**src/shared/rfp_map.svh**
```systemverilog
// rfp_map.svh: register offsets, field positions, reset values, timing.
// assumes a byte address of 8 bits on the plain register port.
`ifndef RFP_MAP_SVH
`define RFP_MAP_SVH
// ==========================================================
// register byte offsets
`define RFP_A_FLT_EN   8'h00
`define RFP_A_RETRY    8'h04
`define RFP_A_PG_MASK  8'h08
`define RFP_A_OV_THR   8'h0C
`define RFP_A_UV_THR   8'h10
`define RFP_A_FAST_THR 8'h14
`define RFP_A_SLOW_THR 8'h18
`define RFP_A_PK_POS   8'h1C
`define RFP_A_PK_NEG   8'h20
`define RFP_A_OT_FLT   8'h24
`define RFP_A_OT_WARN  8'h28
`define RFP_A_LPF_CFG  8'h2C
`define RFP_A_MISC     8'h30
`define RFP_A_STATUS   8'h34
`define RFP_A_CLEAR    8'h38
// ==========================================================
// fault type bit positions
`define RFP_F_OV    0
`define RFP_F_UV    1
`define RFP_F_OPEN  2
`define RFP_F_FAST  3
`define RFP_F_SLOW  4
`define RFP_F_PEAK  5
`define RFP_F_STAGE 6
`define RFP_F_OT    7
// faults that always pull power-good low
`define RFP_PG_FORCE 8'h7B
// misc register fields
`define RFP_M_INDEF  8
`define RFP_M_PGWARN 9
`define RFP_M_TWFLT  10
// ==========================================================
// reset values
`define RFP_R_FLT_EN  8'hFF
`define RFP_R_RETRY   8'h00
`define RFP_R_PG_MASK 8'h00
`define RFP_R_THR_HI  16'h7FFF
`define RFP_R_THR_LO  16'h8000
`define RFP_R_ZERO16  16'h0000
`define RFP_R_LPF     32'h0010_1042
`define RFP_R_MISC    11'h008
// ==========================================================
// timing: low-side pulse half period
`define RFP_CLK_NS      8
`define RFP_LSS_HALF_NS 1000
`define RFP_LSS_HALF_CYC (`RFP_LSS_HALF_NS / `RFP_CLK_NS)
`endif

```
**src/shared/rfp_pkg.sv**
```systemverilog
// rfp_pkg: types of the rail fault protection block.
// assumes nothing beyond a systemverilog compiler.
package rfp_pkg;
  // ========================================================
  // rail state, gray coded along off-run-fault-wait
  typedef enum logic [1:0] {
    RFP_OFF  = 2'b00,
    RFP_RUN  = 2'b01,
    RFP_FLT  = 2'b11,
    RFP_WAIT = 2'b10
  } rfp_state_t;
endpackage : rfp_pkg

```
**src/rfp_lpf_path.sv**
```systemverilog
// rfp_lpf_path: one total-current path, filter plus threshold timer.
// assumes x is a signed sum sampled every clock.
`include "rfp_map.svh"
module rfp_lpf_path import rfp_pkg::*; #(
  parameter int W  = 19,
  parameter int RW = 16
) (
  input  wire logic                 clk,
  input  wire logic                 rst_n,
  input  wire logic signed [W-1:0]  x,
  input  wire logic signed [15:0]   thr,
  input  wire logic        [3:0]    shift,
  input  wire logic        [RW-1:0] resp,
  output logic                      trip
);
  // ========================================================
  // first order filter
  logic signed [W:0]    acc_reg;   // filter state, one guard bit
  logic signed [W:0]    diff;      // input minus state
  logic        [RW-1:0] cnt_reg;   // cycles spent above threshold
  logic                 trip_reg;  // threshold held long enough

  // difference fits one extra bit as the state stays within the W-bit input range
  always_comb begin
    diff = $signed({x[W-1], x}) - acc_reg;
  end

  // state moves by diff scaled down by the shift
  always_ff @(posedge clk) begin
    if (!rst_n) begin
      acc_reg <= '0;
    end else begin
      acc_reg <= acc_reg + (diff >>> shift);
    end
  end

  // ========================================================
  // response timer: trip only after resp cycles above threshold
  always_ff @(posedge clk) begin
    if (!rst_n) begin
      cnt_reg  <= '0;
      trip_reg <= 1'b0;
    end else if (acc_reg > thr) begin
      if (cnt_reg != '1) begin
        cnt_reg <= cnt_reg + 1'b1;
      end
      trip_reg <= (cnt_reg >= resp);
    end else begin
      // any dip below the threshold restarts the timer
      cnt_reg  <= '0;
      trip_reg <= 1'b0;
    end
  end

  assign trip = trip_reg;
endmodule : rfp_lpf_path

```
**src/rfp_rail_protect.sv**
```systemverilog
// rfp_rail_protect: fault monitor and protection for one output rail.
// assumes synchronous sensed inputs, one clock, plain register port,
// and an external soft-start that reports completion.
`include "rfp_map.svh"
// Operation
// - each fault type enabled independently
// - per fault choose latch off or retry
// - good only after soft-start, in window
// - per fault choose effect on good; only open sense and thermal are selectable, the rest always drop good
// - overcurrent, over/undervoltage pull good low
// - voltage faults are digital threshold compares
// - overvoltage: off, fault, alert, pulse low-side
// - undervoltage: off, fault, alert, no pulsing
// - latched rail stays off until enable cycles
// - open sense line suspends the rail
// - summed current feeds fast and slow paths
// - total paths never touch pwm directly
// - phase peak over threshold inverts pwm
// - peak limit indefinite or count-to-fault
// - voltage protection stays active while limiting
// - converter overrange shuts rail down immediately
// - thermal fault shuts down, warning does not
// - warning pin shows warning, valid when enabled
// - good and warning may follow thermal thresholds
// - clear command clears faults and alert
// - shut rail holds pwm in high impedance
module rfp_rail_protect import rfp_pkg::*; #(
  parameter int NPH = 4,
  parameter int CW  = 16
) (
  input  wire logic              clk,
  input  wire logic              rst_n,
  input  wire logic [7:0]        addr,
  input  wire logic [31:0]       wdata,
  input  wire logic              wr,
  input  wire logic              rd,
  output logic      [31:0]       rdata,
  input  wire logic              enable_in,
  input  wire logic              soft_start_done,
  input  wire logic [15:0]       vout_code,
  input  wire logic              vsense_open,
  input  wire logic [15:0]       temp_code,
  input  wire logic [NPH*CW-1:0] phase_cur,
  input  wire logic [NPH-1:0]    adc_overrange,
  input  wire logic              cycle_start,
  input  wire logic [NPH-1:0]    pwm_in,
  output logic      [NPH-1:0]    pwm_out,
  output logic      [NPH-1:0]    pwm_oe,
  output logic                   rail_run,
  output logic                   low_side_switch,
  output logic                   rail_good_signal_o,
  output logic                   rail_good_signal_oe,
  output logic                   thermal_warning_output_o,
  output logic                   thermal_warning_output_oe,
  output logic                   bus_alert_output_o,
  output logic                   bus_alert_output_oe
);
  localparam int SW = CW + 3;  // room for up to eight phases

  // ========================================================
  // configuration registers
  logic        [7:0]  en_reg;      // fault type enables
  logic        [7:0]  retry_reg;   // 1 = retry, 0 = latch off
  logic        [7:0]  pgm_reg;     // extra faults that drop good
  logic        [15:0] ov_thr_reg;  // overvoltage code
  logic        [15:0] uv_thr_reg;  // undervoltage code
  logic signed [15:0] fast_thr_reg;
  logic signed [15:0] slow_thr_reg;
  logic signed [15:0] pkp_reg;     // positive peak limit
  logic signed [15:0] pkn_reg;     // negative peak limit
  logic        [15:0] ot_f_reg;    // thermal fault level
  logic        [15:0] ot_w_reg;    // thermal warning level
  logic        [31:0] lpf_reg;     // shifts and response times
  logic        [10:0] misc_reg;    // peak count and options

  // ========================================================
  // live state
  rfp_state_t         state_reg;   // rail state
  logic        [7:0]  stat_reg;    // sticky fault bits
  logic               alert_reg;   // alert pin asserted
  logic               ovp_act_reg; // overvoltage discharge active
  logic        [7:0]  pk_cnt_reg;  // consecutive overcurrent cycles
  logic               oc_seen_reg; // overcurrent within this cycle
  logic        [NPH-1:0] pwm_reg;  // limited pwm levels
  logic               pg_bad_reg;  // good pin pulled low
  logic               tw_reg;      // warning pin pulled low
  logic               lss_reg;     // low-side pulse level
  logic        [15:0] lss_cnt_reg; // half period timer
  logic        [31:0] rdata_reg;   // read answer

  logic              clr;          // clear command this cycle
  logic [7:0]        cond;         // raw fault conditions
  logic [7:0]        trip;         // enabled faults while running
  logic [NPH-1:0]    hi;           // phase above positive limit
  logic [NPH-1:0]    lo;           // phase below negative limit
  logic signed [SW-1:0] summed_phase_current;      // summed phase current
  logic              fast_trip;
  logic              slow_trip;
  logic              pk_trip;
  logic              warn_lvl;
  logic              pg_good;

  // sign extend one phase sample to the sum width
  function automatic logic signed [SW-1:0] sx(input logic [CW-1:0] v);
    sx = {{(SW-CW){v[CW-1]}}, v};
  endfunction : sx

  assign clr = wr && (addr == `RFP_A_CLEAR);

  // ========================================================
  // register writes; software owns these, hardware never writes
  always_ff @(posedge clk) begin
    if (!rst_n) begin
      en_reg       <= `RFP_R_FLT_EN;
      retry_reg    <= `RFP_R_RETRY;
      pgm_reg      <= `RFP_R_PG_MASK;
      ov_thr_reg   <= `RFP_R_THR_HI;
      uv_thr_reg   <= `RFP_R_ZERO16;
      fast_thr_reg <= `RFP_R_THR_HI;
      slow_thr_reg <= `RFP_R_THR_HI;
      pkp_reg      <= `RFP_R_THR_HI;
      pkn_reg      <= `RFP_R_THR_LO;
      ot_f_reg     <= `RFP_R_THR_HI;
      ot_w_reg     <= `RFP_R_THR_HI;
      lpf_reg      <= `RFP_R_LPF;
      misc_reg     <= `RFP_R_MISC;
    end else if (wr) begin
      unique case (addr)
        `RFP_A_FLT_EN:   en_reg       <= wdata[7:0];
        `RFP_A_RETRY:    retry_reg    <= wdata[7:0];
        `RFP_A_PG_MASK:  pgm_reg      <= wdata[7:0];
        `RFP_A_OV_THR:   ov_thr_reg   <= wdata[15:0];
        `RFP_A_UV_THR:   uv_thr_reg   <= wdata[15:0];
        `RFP_A_FAST_THR: fast_thr_reg <= wdata[15:0];
        `RFP_A_SLOW_THR: slow_thr_reg <= wdata[15:0];
        `RFP_A_PK_POS:   pkp_reg      <= wdata[15:0];
        `RFP_A_PK_NEG:   pkn_reg      <= wdata[15:0];
        `RFP_A_OT_FLT:   ot_f_reg     <= wdata[15:0];
        `RFP_A_OT_WARN:  ot_w_reg     <= wdata[15:0];
        `RFP_A_LPF_CFG:  lpf_reg      <= wdata;
        `RFP_A_MISC:     misc_reg     <= wdata[10:0];
        default: ;  // status, clear and holes store nothing
      endcase
    end
  end

  // ========================================================
  // read port: answer stands only in the cycle after the strobe
  always_ff @(posedge clk) begin
    if (!rst_n) begin
      rdata_reg <= '0;
    end else if (rd) begin
      unique case (addr)
        `RFP_A_FLT_EN:   rdata_reg <= {24'h00_0000, en_reg};
        `RFP_A_RETRY:    rdata_reg <= {24'h00_0000, retry_reg};
        `RFP_A_PG_MASK:  rdata_reg <= {24'h00_0000, pgm_reg};
        `RFP_A_OV_THR:   rdata_reg <= {16'h0000, ov_thr_reg};
        `RFP_A_UV_THR:   rdata_reg <= {16'h0000, uv_thr_reg};
        `RFP_A_FAST_THR: rdata_reg <= {16'h0000, fast_thr_reg};
        `RFP_A_SLOW_THR: rdata_reg <= {16'h0000, slow_thr_reg};
        `RFP_A_PK_POS:   rdata_reg <= {16'h0000, pkp_reg};
        `RFP_A_PK_NEG:   rdata_reg <= {16'h0000, pkn_reg};
        `RFP_A_OT_FLT:   rdata_reg <= {16'h0000, ot_f_reg};
        `RFP_A_OT_WARN:  rdata_reg <= {16'h0000, ot_w_reg};
        `RFP_A_LPF_CFG:  rdata_reg <= lpf_reg;
        `RFP_A_MISC:     rdata_reg <= {21'h00_0000, misc_reg};
        `RFP_A_STATUS:   rdata_reg <= {12'h000, pk_cnt_reg,
                                       state_reg, tw_reg,
                                       alert_reg, stat_reg};
        default:         rdata_reg <= '0;  // holes read zero
      endcase
    end else begin
      rdata_reg <= '0;
    end
  end
  assign rdata = rdata_reg;

  // ========================================================
  // per-phase peak compare
  for (genvar g = 0; g < NPH; g++) begin : g_ph
    assign hi[g] = $signed(phase_cur[g*CW +: CW]) > pkp_reg;
    assign lo[g] = $signed(phase_cur[g*CW +: CW]) < pkn_reg;
  end

  // total current of the rail
  always_comb begin
    summed_phase_current = '0;
    for (int i = 0; i < NPH; i++) begin
      summed_phase_current = summed_phase_current + sx(phase_cur[i*CW +: CW]);
    end
  end

  // fast and slow paths share the sum, own filter and timing
  rfp_lpf_path #(.W(SW), .RW(16)) u_fast (
    .clk   (clk),
    .rst_n (rst_n),
    .x     (summed_phase_current),
    .thr   (fast_thr_reg),
    .shift (lpf_reg[3:0]),
    .resp  ({8'h00, lpf_reg[15:8]}),
    .trip  (fast_trip)
  );
  rfp_lpf_path #(.W(SW), .RW(16)) u_slow (
    .clk   (clk),
    .rst_n (rst_n),
    .x     (summed_phase_current),
    .thr   (slow_thr_reg),
    .shift (lpf_reg[7:4]),
    .resp  (lpf_reg[31:16]),
    .trip  (slow_trip)
  );

  // ========================================================
  // consecutive overcurrent counter, judged at each cycle start
  always_ff @(posedge clk) begin
    if (!rst_n) begin
      pk_cnt_reg  <= '0;
      oc_seen_reg <= 1'b0;
    end else if (cycle_start) begin
      oc_seen_reg <= 1'b0;
      if (oc_seen_reg || (|(hi | lo))) begin
        if (pk_cnt_reg != 8'hFF) begin
          pk_cnt_reg <= pk_cnt_reg + 8'h01;
        end
      end else begin
        pk_cnt_reg <= '0;
      end
    end else if (|(hi | lo)) begin
      oc_seen_reg <= 1'b1;
    end
  end

  // indefinite mode never trips; count mode trips at the limit
  assign pk_trip = !misc_reg[`RFP_M_INDEF] && (pk_cnt_reg != 8'h00)
                   && (pk_cnt_reg >= misc_reg[7:0]);

  // ========================================================
  // fault conditions; voltage checks stay live while limiting
  always_comb begin
    cond = '0;
    cond[`RFP_F_OV]    = vout_code > ov_thr_reg;
    cond[`RFP_F_UV]    = soft_start_done
                         && (vout_code < uv_thr_reg);
    cond[`RFP_F_OPEN]  = vsense_open;
    cond[`RFP_F_FAST]  = fast_trip;
    cond[`RFP_F_SLOW]  = slow_trip;
    cond[`RFP_F_PEAK]  = pk_trip;
    cond[`RFP_F_STAGE] = |adc_overrange;
    cond[`RFP_F_OT]    = temp_code >= ot_f_reg;
  end
  assign trip = (state_reg == RFP_RUN) ? (cond & en_reg) : 8'h00;

  // ========================================================
  // rail state machine
  always_ff @(posedge clk) begin
    if (!rst_n) begin
      state_reg <= RFP_OFF;
    end else begin
      unique case (state_reg)
        RFP_OFF: begin
          if (enable_in) begin
            state_reg <= RFP_RUN;
          end
        end
        RFP_RUN: begin
          if (|trip) begin
            // retry only when every tripping type allows it
            state_reg <= ((trip & ~retry_reg) == 8'h00) ?
                         RFP_WAIT : RFP_FLT;
          end else if (!enable_in) begin
            state_reg <= RFP_OFF;
          end
        end
        RFP_FLT: begin
          if (!enable_in) begin
            state_reg <= RFP_OFF;
          end
        end
        RFP_WAIT: begin
          // restart only once the cause has gone away
          if (!enable_in || ((cond & en_reg) == 8'h00)) begin
            state_reg <= RFP_OFF;
          end
        end
      endcase
    end
  end

  // total paths act only through this state, pwm shape untouched
  assign rail_run = (state_reg == RFP_RUN);
  assign pwm_oe   = {NPH{rail_run}};

  // ========================================================
  // sticky fault bits and alert; a new trip beats a clear
  always_ff @(posedge clk) begin
    if (!rst_n) begin
      stat_reg  <= '0;
      alert_reg <= 1'b0;
    end else begin
      stat_reg  <= (clr ? 8'h00 : stat_reg) | trip;
      alert_reg <= (clr ? 1'b0 : alert_reg) | (|trip);
    end
  end
  assign bus_alert_output_o  = 1'b0;
  assign bus_alert_output_oe = alert_reg;

  // ========================================================
  // pwm limiter: invert toward the threshold within the cycle
  always_ff @(posedge clk) begin
    if (!rst_n) begin
      pwm_reg <= '0;
    end else begin
      pwm_reg <= (pwm_in & ~hi) | lo;
    end
  end
  assign pwm_out = pwm_reg;

  // ========================================================
  // overvoltage discharge through the low-side switch
  always_ff @(posedge clk) begin
    if (!rst_n) begin
      ovp_act_reg <= 1'b0;
    end else if (trip[`RFP_F_OV]) begin
      ovp_act_reg <= 1'b1;
    end else if (!cond[`RFP_F_OV]) begin
      ovp_act_reg <= 1'b0;  // stops once below threshold
    end
  end

  // pulse train only while discharging; undervoltage never starts it
  always_ff @(posedge clk) begin
    if (!rst_n) begin
      lss_reg     <= 1'b0;
      lss_cnt_reg <= '0;
    end else if (!ovp_act_reg || !cond[`RFP_F_OV]) begin
      lss_reg     <= 1'b0;
      lss_cnt_reg <= '0;
    end else if (lss_cnt_reg == 16'(`RFP_LSS_HALF_CYC - 1)) begin
      lss_reg     <= !lss_reg;
      lss_cnt_reg <= '0;
    end else begin
      lss_cnt_reg <= lss_cnt_reg + 16'h0001;
    end
  end
  assign low_side_switch = lss_reg;

  // ========================================================
  // power good and thermal warning pins
  assign warn_lvl = misc_reg[`RFP_M_TWFLT] ?
                    (temp_code >= ot_f_reg) :
                    (temp_code >= ot_w_reg);
  assign pg_good = rail_run && soft_start_done
                   && (vout_code <= ov_thr_reg)
                   && (vout_code >= uv_thr_reg)
                   && ((cond & `RFP_PG_FORCE) == 8'h00)
                   && ((cond & pgm_reg) == 8'h00)
                   && !(misc_reg[`RFP_M_PGWARN]
                        && (temp_code >= ot_w_reg));

  // warning stays quiet until the controller is enabled
  always_ff @(posedge clk) begin
    if (!rst_n) begin
      pg_bad_reg <= 1'b1;
      tw_reg     <= 1'b0;
    end else begin
      pg_bad_reg <= !pg_good;
      tw_reg     <= enable_in && warn_lvl;
    end
  end
  assign rail_good_signal_o        = 1'b0;
  assign rail_good_signal_oe       = pg_bad_reg;
  assign thermal_warning_output_o  = 1'b0;
  assign thermal_warning_output_oe = tw_reg;

  // ========================================================
  // checks
  AST_TRIP_OFF: assert property (@(posedge clk) disable iff (!rst_n)
    (|trip) |=> (pwm_oe == '0) && !rail_run)
    else $error("rail still driving after a trip");
  AST_EN_ONLY: assert property (@(posedge clk) disable iff (!rst_n)
    (rail_run && enable_in && ((cond & en_reg) == 8'h00)) |=> rail_run)
    else $error("rail stopped with no enabled fault");
  AST_LATCH: assert property (@(posedge clk) disable iff (!rst_n)
    (state_reg == RFP_FLT && enable_in) |=> state_reg == RFP_FLT)
    else $error("latched fault released without enable cycle");
  AST_RETRY: assert property (@(posedge clk) disable iff (!rst_n)
    ((|trip) && ((trip & ~retry_reg) != 8'h00)) |=> state_reg == RFP_FLT)
    else $error("latching fault did not latch");
  AST_ALERT: assert property (@(posedge clk) disable iff (!rst_n)
    (|trip) |=> bus_alert_output_oe
      && ((stat_reg & $past(trip)) == $past(trip)))
    else $error("trip not reported");
  AST_CLEAR: assert property (@(posedge clk) disable iff (!rst_n)
    (clr && (trip == 8'h00)) |=> !bus_alert_output_oe && stat_reg == 0)
    else $error("clear command left faults");
  AST_PG_LOW: assert property (@(posedge clk) disable iff (!rst_n)
    (cond[`RFP_F_OV] || cond[`RFP_F_UV] || fast_trip)
      |=> rail_good_signal_oe)
    else $error("good not pulled low on fault");
  AST_PG_SS: assert property (@(posedge clk) disable iff (!rst_n)
    !soft_start_done |=> rail_good_signal_oe)
    else $error("good released before soft-start done");
  AST_PEAK: assert property (@(posedge clk) disable iff (!rst_n)
    (hi[0] && !lo[0]) |=> !pwm_out[0])
    else $error("peak limit did not pull pwm low");
  AST_LSS: assert property (@(posedge clk) disable iff (!rst_n)
    low_side_switch |-> ovp_act_reg)
    else $error("low-side pulse without overvoltage");
  AST_THERMAL_WARNING_OUTPUT: assert property (@(posedge clk) disable iff (!rst_n)
    !enable_in |=> !thermal_warning_output_oe)
    else $error("warning driven while disabled");
  AST_PK_CLR: assert property (@(posedge clk) disable iff (!rst_n)
    (cycle_start && !oc_seen_reg && ((hi | lo) == '0)) |=> pk_cnt_reg == 0)
    else $error("clean cycle kept overcurrent count");
endmodule : rfp_rail_protect

```
**config.mk**
```make
export PLATFORM = sky130hd
export DESIGN_NAME = rfp_rail_protect
export DESIGN_NICKNAME = d
export VERILOG_FILES = /design/src/shared/rfp_pkg.sv /design/src/rfp_lpf_path.sv /design/src/rfp_rail_protect.sv
export VERILOG_INCLUDE_DIRS = /design/src /design/src/shared
export SDC_FILE = /design/constraint.sdc
export NUM_CORES = 1
export LEC_CHECK = 0
export ABC_CLOCK_PERIOD_IN_PS = 10920
export BUFFER_PORTS_ARGS = -buffer_cell sky130_fd_sc_hd__buf_4
export CAP_MARGIN = 25
export CORE_UTILIZATION = 56
export DETAILED_ROUTE_END_ITERATION = 10
export GPL_TIMING_DRIVEN = 0
export PLACE_DENSITY = 0.78
export SETUP_SLACK_MARGIN = 0.5
export SKIP_LAST_GASP = 1
export SYNTH_ARGS = -nofsm -noshare
export SYNTH_HDL_FRONTEND = slang
export SYNTH_SLANG_ARGS = --single-unit
```
**constraint.sdc**
```tcl
create_clock -name clk -period 10.92 [get_ports clk]
set_input_delay 3.276 -clock clk [delete_from_list [all_inputs] [get_ports clk]]
set_output_delay 3.276 -clock clk [all_outputs]
set_load 0.05 [all_outputs]
```
==> impl_metrics.csv <==
group,metric,value,unit
global_route,grt.total_usage,43.1,%
power,finalPower,11.9,mW
run,drv_cap,0,
cts,cts_inserted_buffers,40,
logic_synthesis,avgSynthCellArea,8.14,um2
detailed_routing,vias_per_cell,6.49,
power,p_leak,14.1,nW
die,die_w,219,um
run_status,status,"finished, final reports clean",
cts,cts_buffer_depth,3,
sta,fin_crit_sh,98.6,%
sta,max_freq,0.0929,GHz
setup_path,ff2ff_setup_slack,5.16,ns
cts,htree_levels,2,
setup_path,end_kind,"flip-flop",
die,placement_rows,79,
power,peakVddDrop,0.791,mV
die,num_io_pins,200,
finish,fin_util,67.3,%
logic_synthesis,async_flop_share,0,%
place,numPortBuffers,187,
sta,tns,0,ns
detailed_routing,drt_first_pass_iters,8,
global_route,grt_pass1_vias,25500,
finish,fin_nets,4122,
logic_synthesis,synth_edf_count,0,
worst_hold_path,hold_path.class,"flip-flop to flip-flop",
global_route,grt_max_degree,13,
finish,stdcell_count,4204,
finish,multiInputGateArea,18700,um2
sta,timing_hold_violations_final,0,
sta,max_slew.worst_pin.slew,1.22,ns
setup_path,cpMaxStageDelayCell,"fa_1",
setup_path,crit_path_max_fanout,7,
global_route,grt_antenna_before_repair,1,
cts,clkSinkCount,345,
cts,cts_root_buf,"clkbuf_16",
sta,hold_ws,0.455,ns
setup_path,cp_common_cell,"o21ai_2",
detailed_routing,vias,27300,
setup_path,critical_path.startpoint_type,"primary input",
sta,finClkSkew,0.0320,ns
power,p_per_area,379,nW/um2
detailed_routing,wire_per_inst,25.4,um
logic_synthesis,synth-seq-cells,345,
finish,areaGrowthSynthToFinish,18.6,%
finish,drive_gt1_share,14.2,%
global_route,grt.overflow.total,0,
logic_synthesis,yosysUniqueCellTypes,86,
finish,seqCellArea,6910,um2
detailed_routing,ant_nets,0,
cts,clk_pin_slew,0.06,ns
logic_synthesis,synthFlopType,"dfxtp_1",
logic_synthesis,netlist_area,26400,um2
setup_path,worst_path_largest_cell_delay,0.54,ns
die,die_h,219,um
setup_path,path_class,"primary input to flip-flop",
sta,max_slew_margin,18.6,%
die,dieArea,48100,um2
sta,grt_setup_unrepaired,"yes",
finish,n_antenna_cell,0,
detailed_routing,drt-initial-drc-count,2736,
detailed_routing,routed_wl,107000,um
cts,cts_tree,"done",
global_route,grt_pass1_wl,154000,um
detailed_routing,drc,0,
setup_path,crit_arrival,11.14,ns
die,initial_core_util,56.8,%
cts,clk_latency,0.59,ns
logic_synthesis,netlist_instances,3250,
finish,fill_cells,3832,
place,placedCellCount,4049,
place,hpwl,82200,um
sta,final_max_slew_viol_count,0,
sta,setup-violations-final,0,
sta,min_period,10.76,ns
logic_synthesis,ys_warn_count,0,
die,core-area,46600,um2
setup_path,required,11.30,ns
cts,cts-hold-fix-buffers,0,
logic_synthesis,ys_seq_area_share,26.1,%
place,gp_congestion,1.07,
[layout by cell type, fill, tap and decap left out, types with 31 or more instances in the layout]
master and n:
a221oi_1 39, mux2i_1 38, clkbuf_16 40, ha_1 349, a21o_1 105, nand3_1 93, o211ai_1 111, fa_1 34
a22oi_1 43, o21a_1 31, dfxtp_1 345, nor2_1 224, buf_4 273, nor3_1 45, nand2_1 384, a21oi_1 228
o21ai_0 78, xnor2_1 59, nand2b_1 37, clkbuf_1 137, xor2_1 39, nor2b_1 35, and3_1 39, nand4_1 47
inv_1 265
[path summary, 6_finish.rpt]
| check | startpoint | end | cells after the start |
|---|---|---|---|
| hold reg to reg | lpf_reg[21] | lpf_reg[21] | 2 |
| setup reg to reg | u_fast.acc_reg[1] | u_fast.acc_reg[14] | 22 |
| hold / removal | lpf_reg[21] | lpf_reg[21] | 2 |
| setup / recovery | phase_cur[33] | u_fast.acc_reg[14] | 40 |
[cell usage after synthesis (all sizes together) (48+ instances only)]
cell type | number | area [um2]
ha | 362 | 4530
a21oi | 243 | 1220
nor3 | 48 | 240
xnor2 | 68 | 596
nand3 | 96 | 480
nand2 | 386 | 1450
nor2 | 229 | 860
clkbuf | 135 | 507
a21o | 105 | 788
o21ai | 97 | 497
o211ai | 112 | 846
inv | 268 | 1010
dfxtp | 345 | 6910
[worst max-delay path, delay by kind of cell]
family / cells / cell delay [ns]
buffers and inverters: 8 / 0.84
AOI/OAI and AO/OA: 15 / 3.19
and+or+nand+nor: 8 / 1.16
xor gates and xnor gates: 2 / 0.27
adders and majority gates: 6 / 1.91
muxes: 1 / 0.49
[metrics by stage]
step	setup slack [ns]	cell area (um2)
floorplan	0.451	26500
global placement	-1.07	28700
detailed placement	-1.32	28700
CTS	0.348	30800
global route	-0.0503	31400
finish	0.158	31400
[cell families after synthesis]
group | after synthesis | synth area share, %
DFF | 345 | 26.1
xor gates and xnor gates | 114 | 3.94
and+or+nand+nor | 1030 | 18.2
adders and majority gates | 399 | 19.9
buffers and inverters | 420 | 6.07
AOI/OAI and AO/OA | 871 | 22.4
muxes | 70 | 3.34
other | 1 | 0.0142
[power breakdown]
part           switching [mW]  internal [mW]  total [mW]
Sequential              0.130           1.37        1.50
Combinational            4.84           4.21        9.05
Clock                   0.587          0.756        1.34
[layer usage]
metal  GRT usage [%]  share of wire, %  vias up
met3            9.24                10      375
met1            55.2                40    13000
met4            27.8               7.4        0
met5               0                 0        -
met2            65.2                42     1584
li1                -                 -    12300
[layout make-up]
cell class                      count  share of cell area [%]
Clock inverter                     17                   0.527
Multi-Input combinational cell   2487                    59.5
Clock buffer                       51                    3.48
Timing Repair Buffer              277                    6.79
Buffer                            150                    1.97
Sequential cell                   345                    22.0
Tap cell                          607                    2.42
Inverter                          270                    3.24
[timing repair]
action,4_1_cts,5_1_grt
gates resized for setup,85,61
buffers inserted,55,28
setup endpoints to repair,30,25
hold endpoints to repair,0,0
pin swaps,58,45
(Power assumes the default switching activity.)
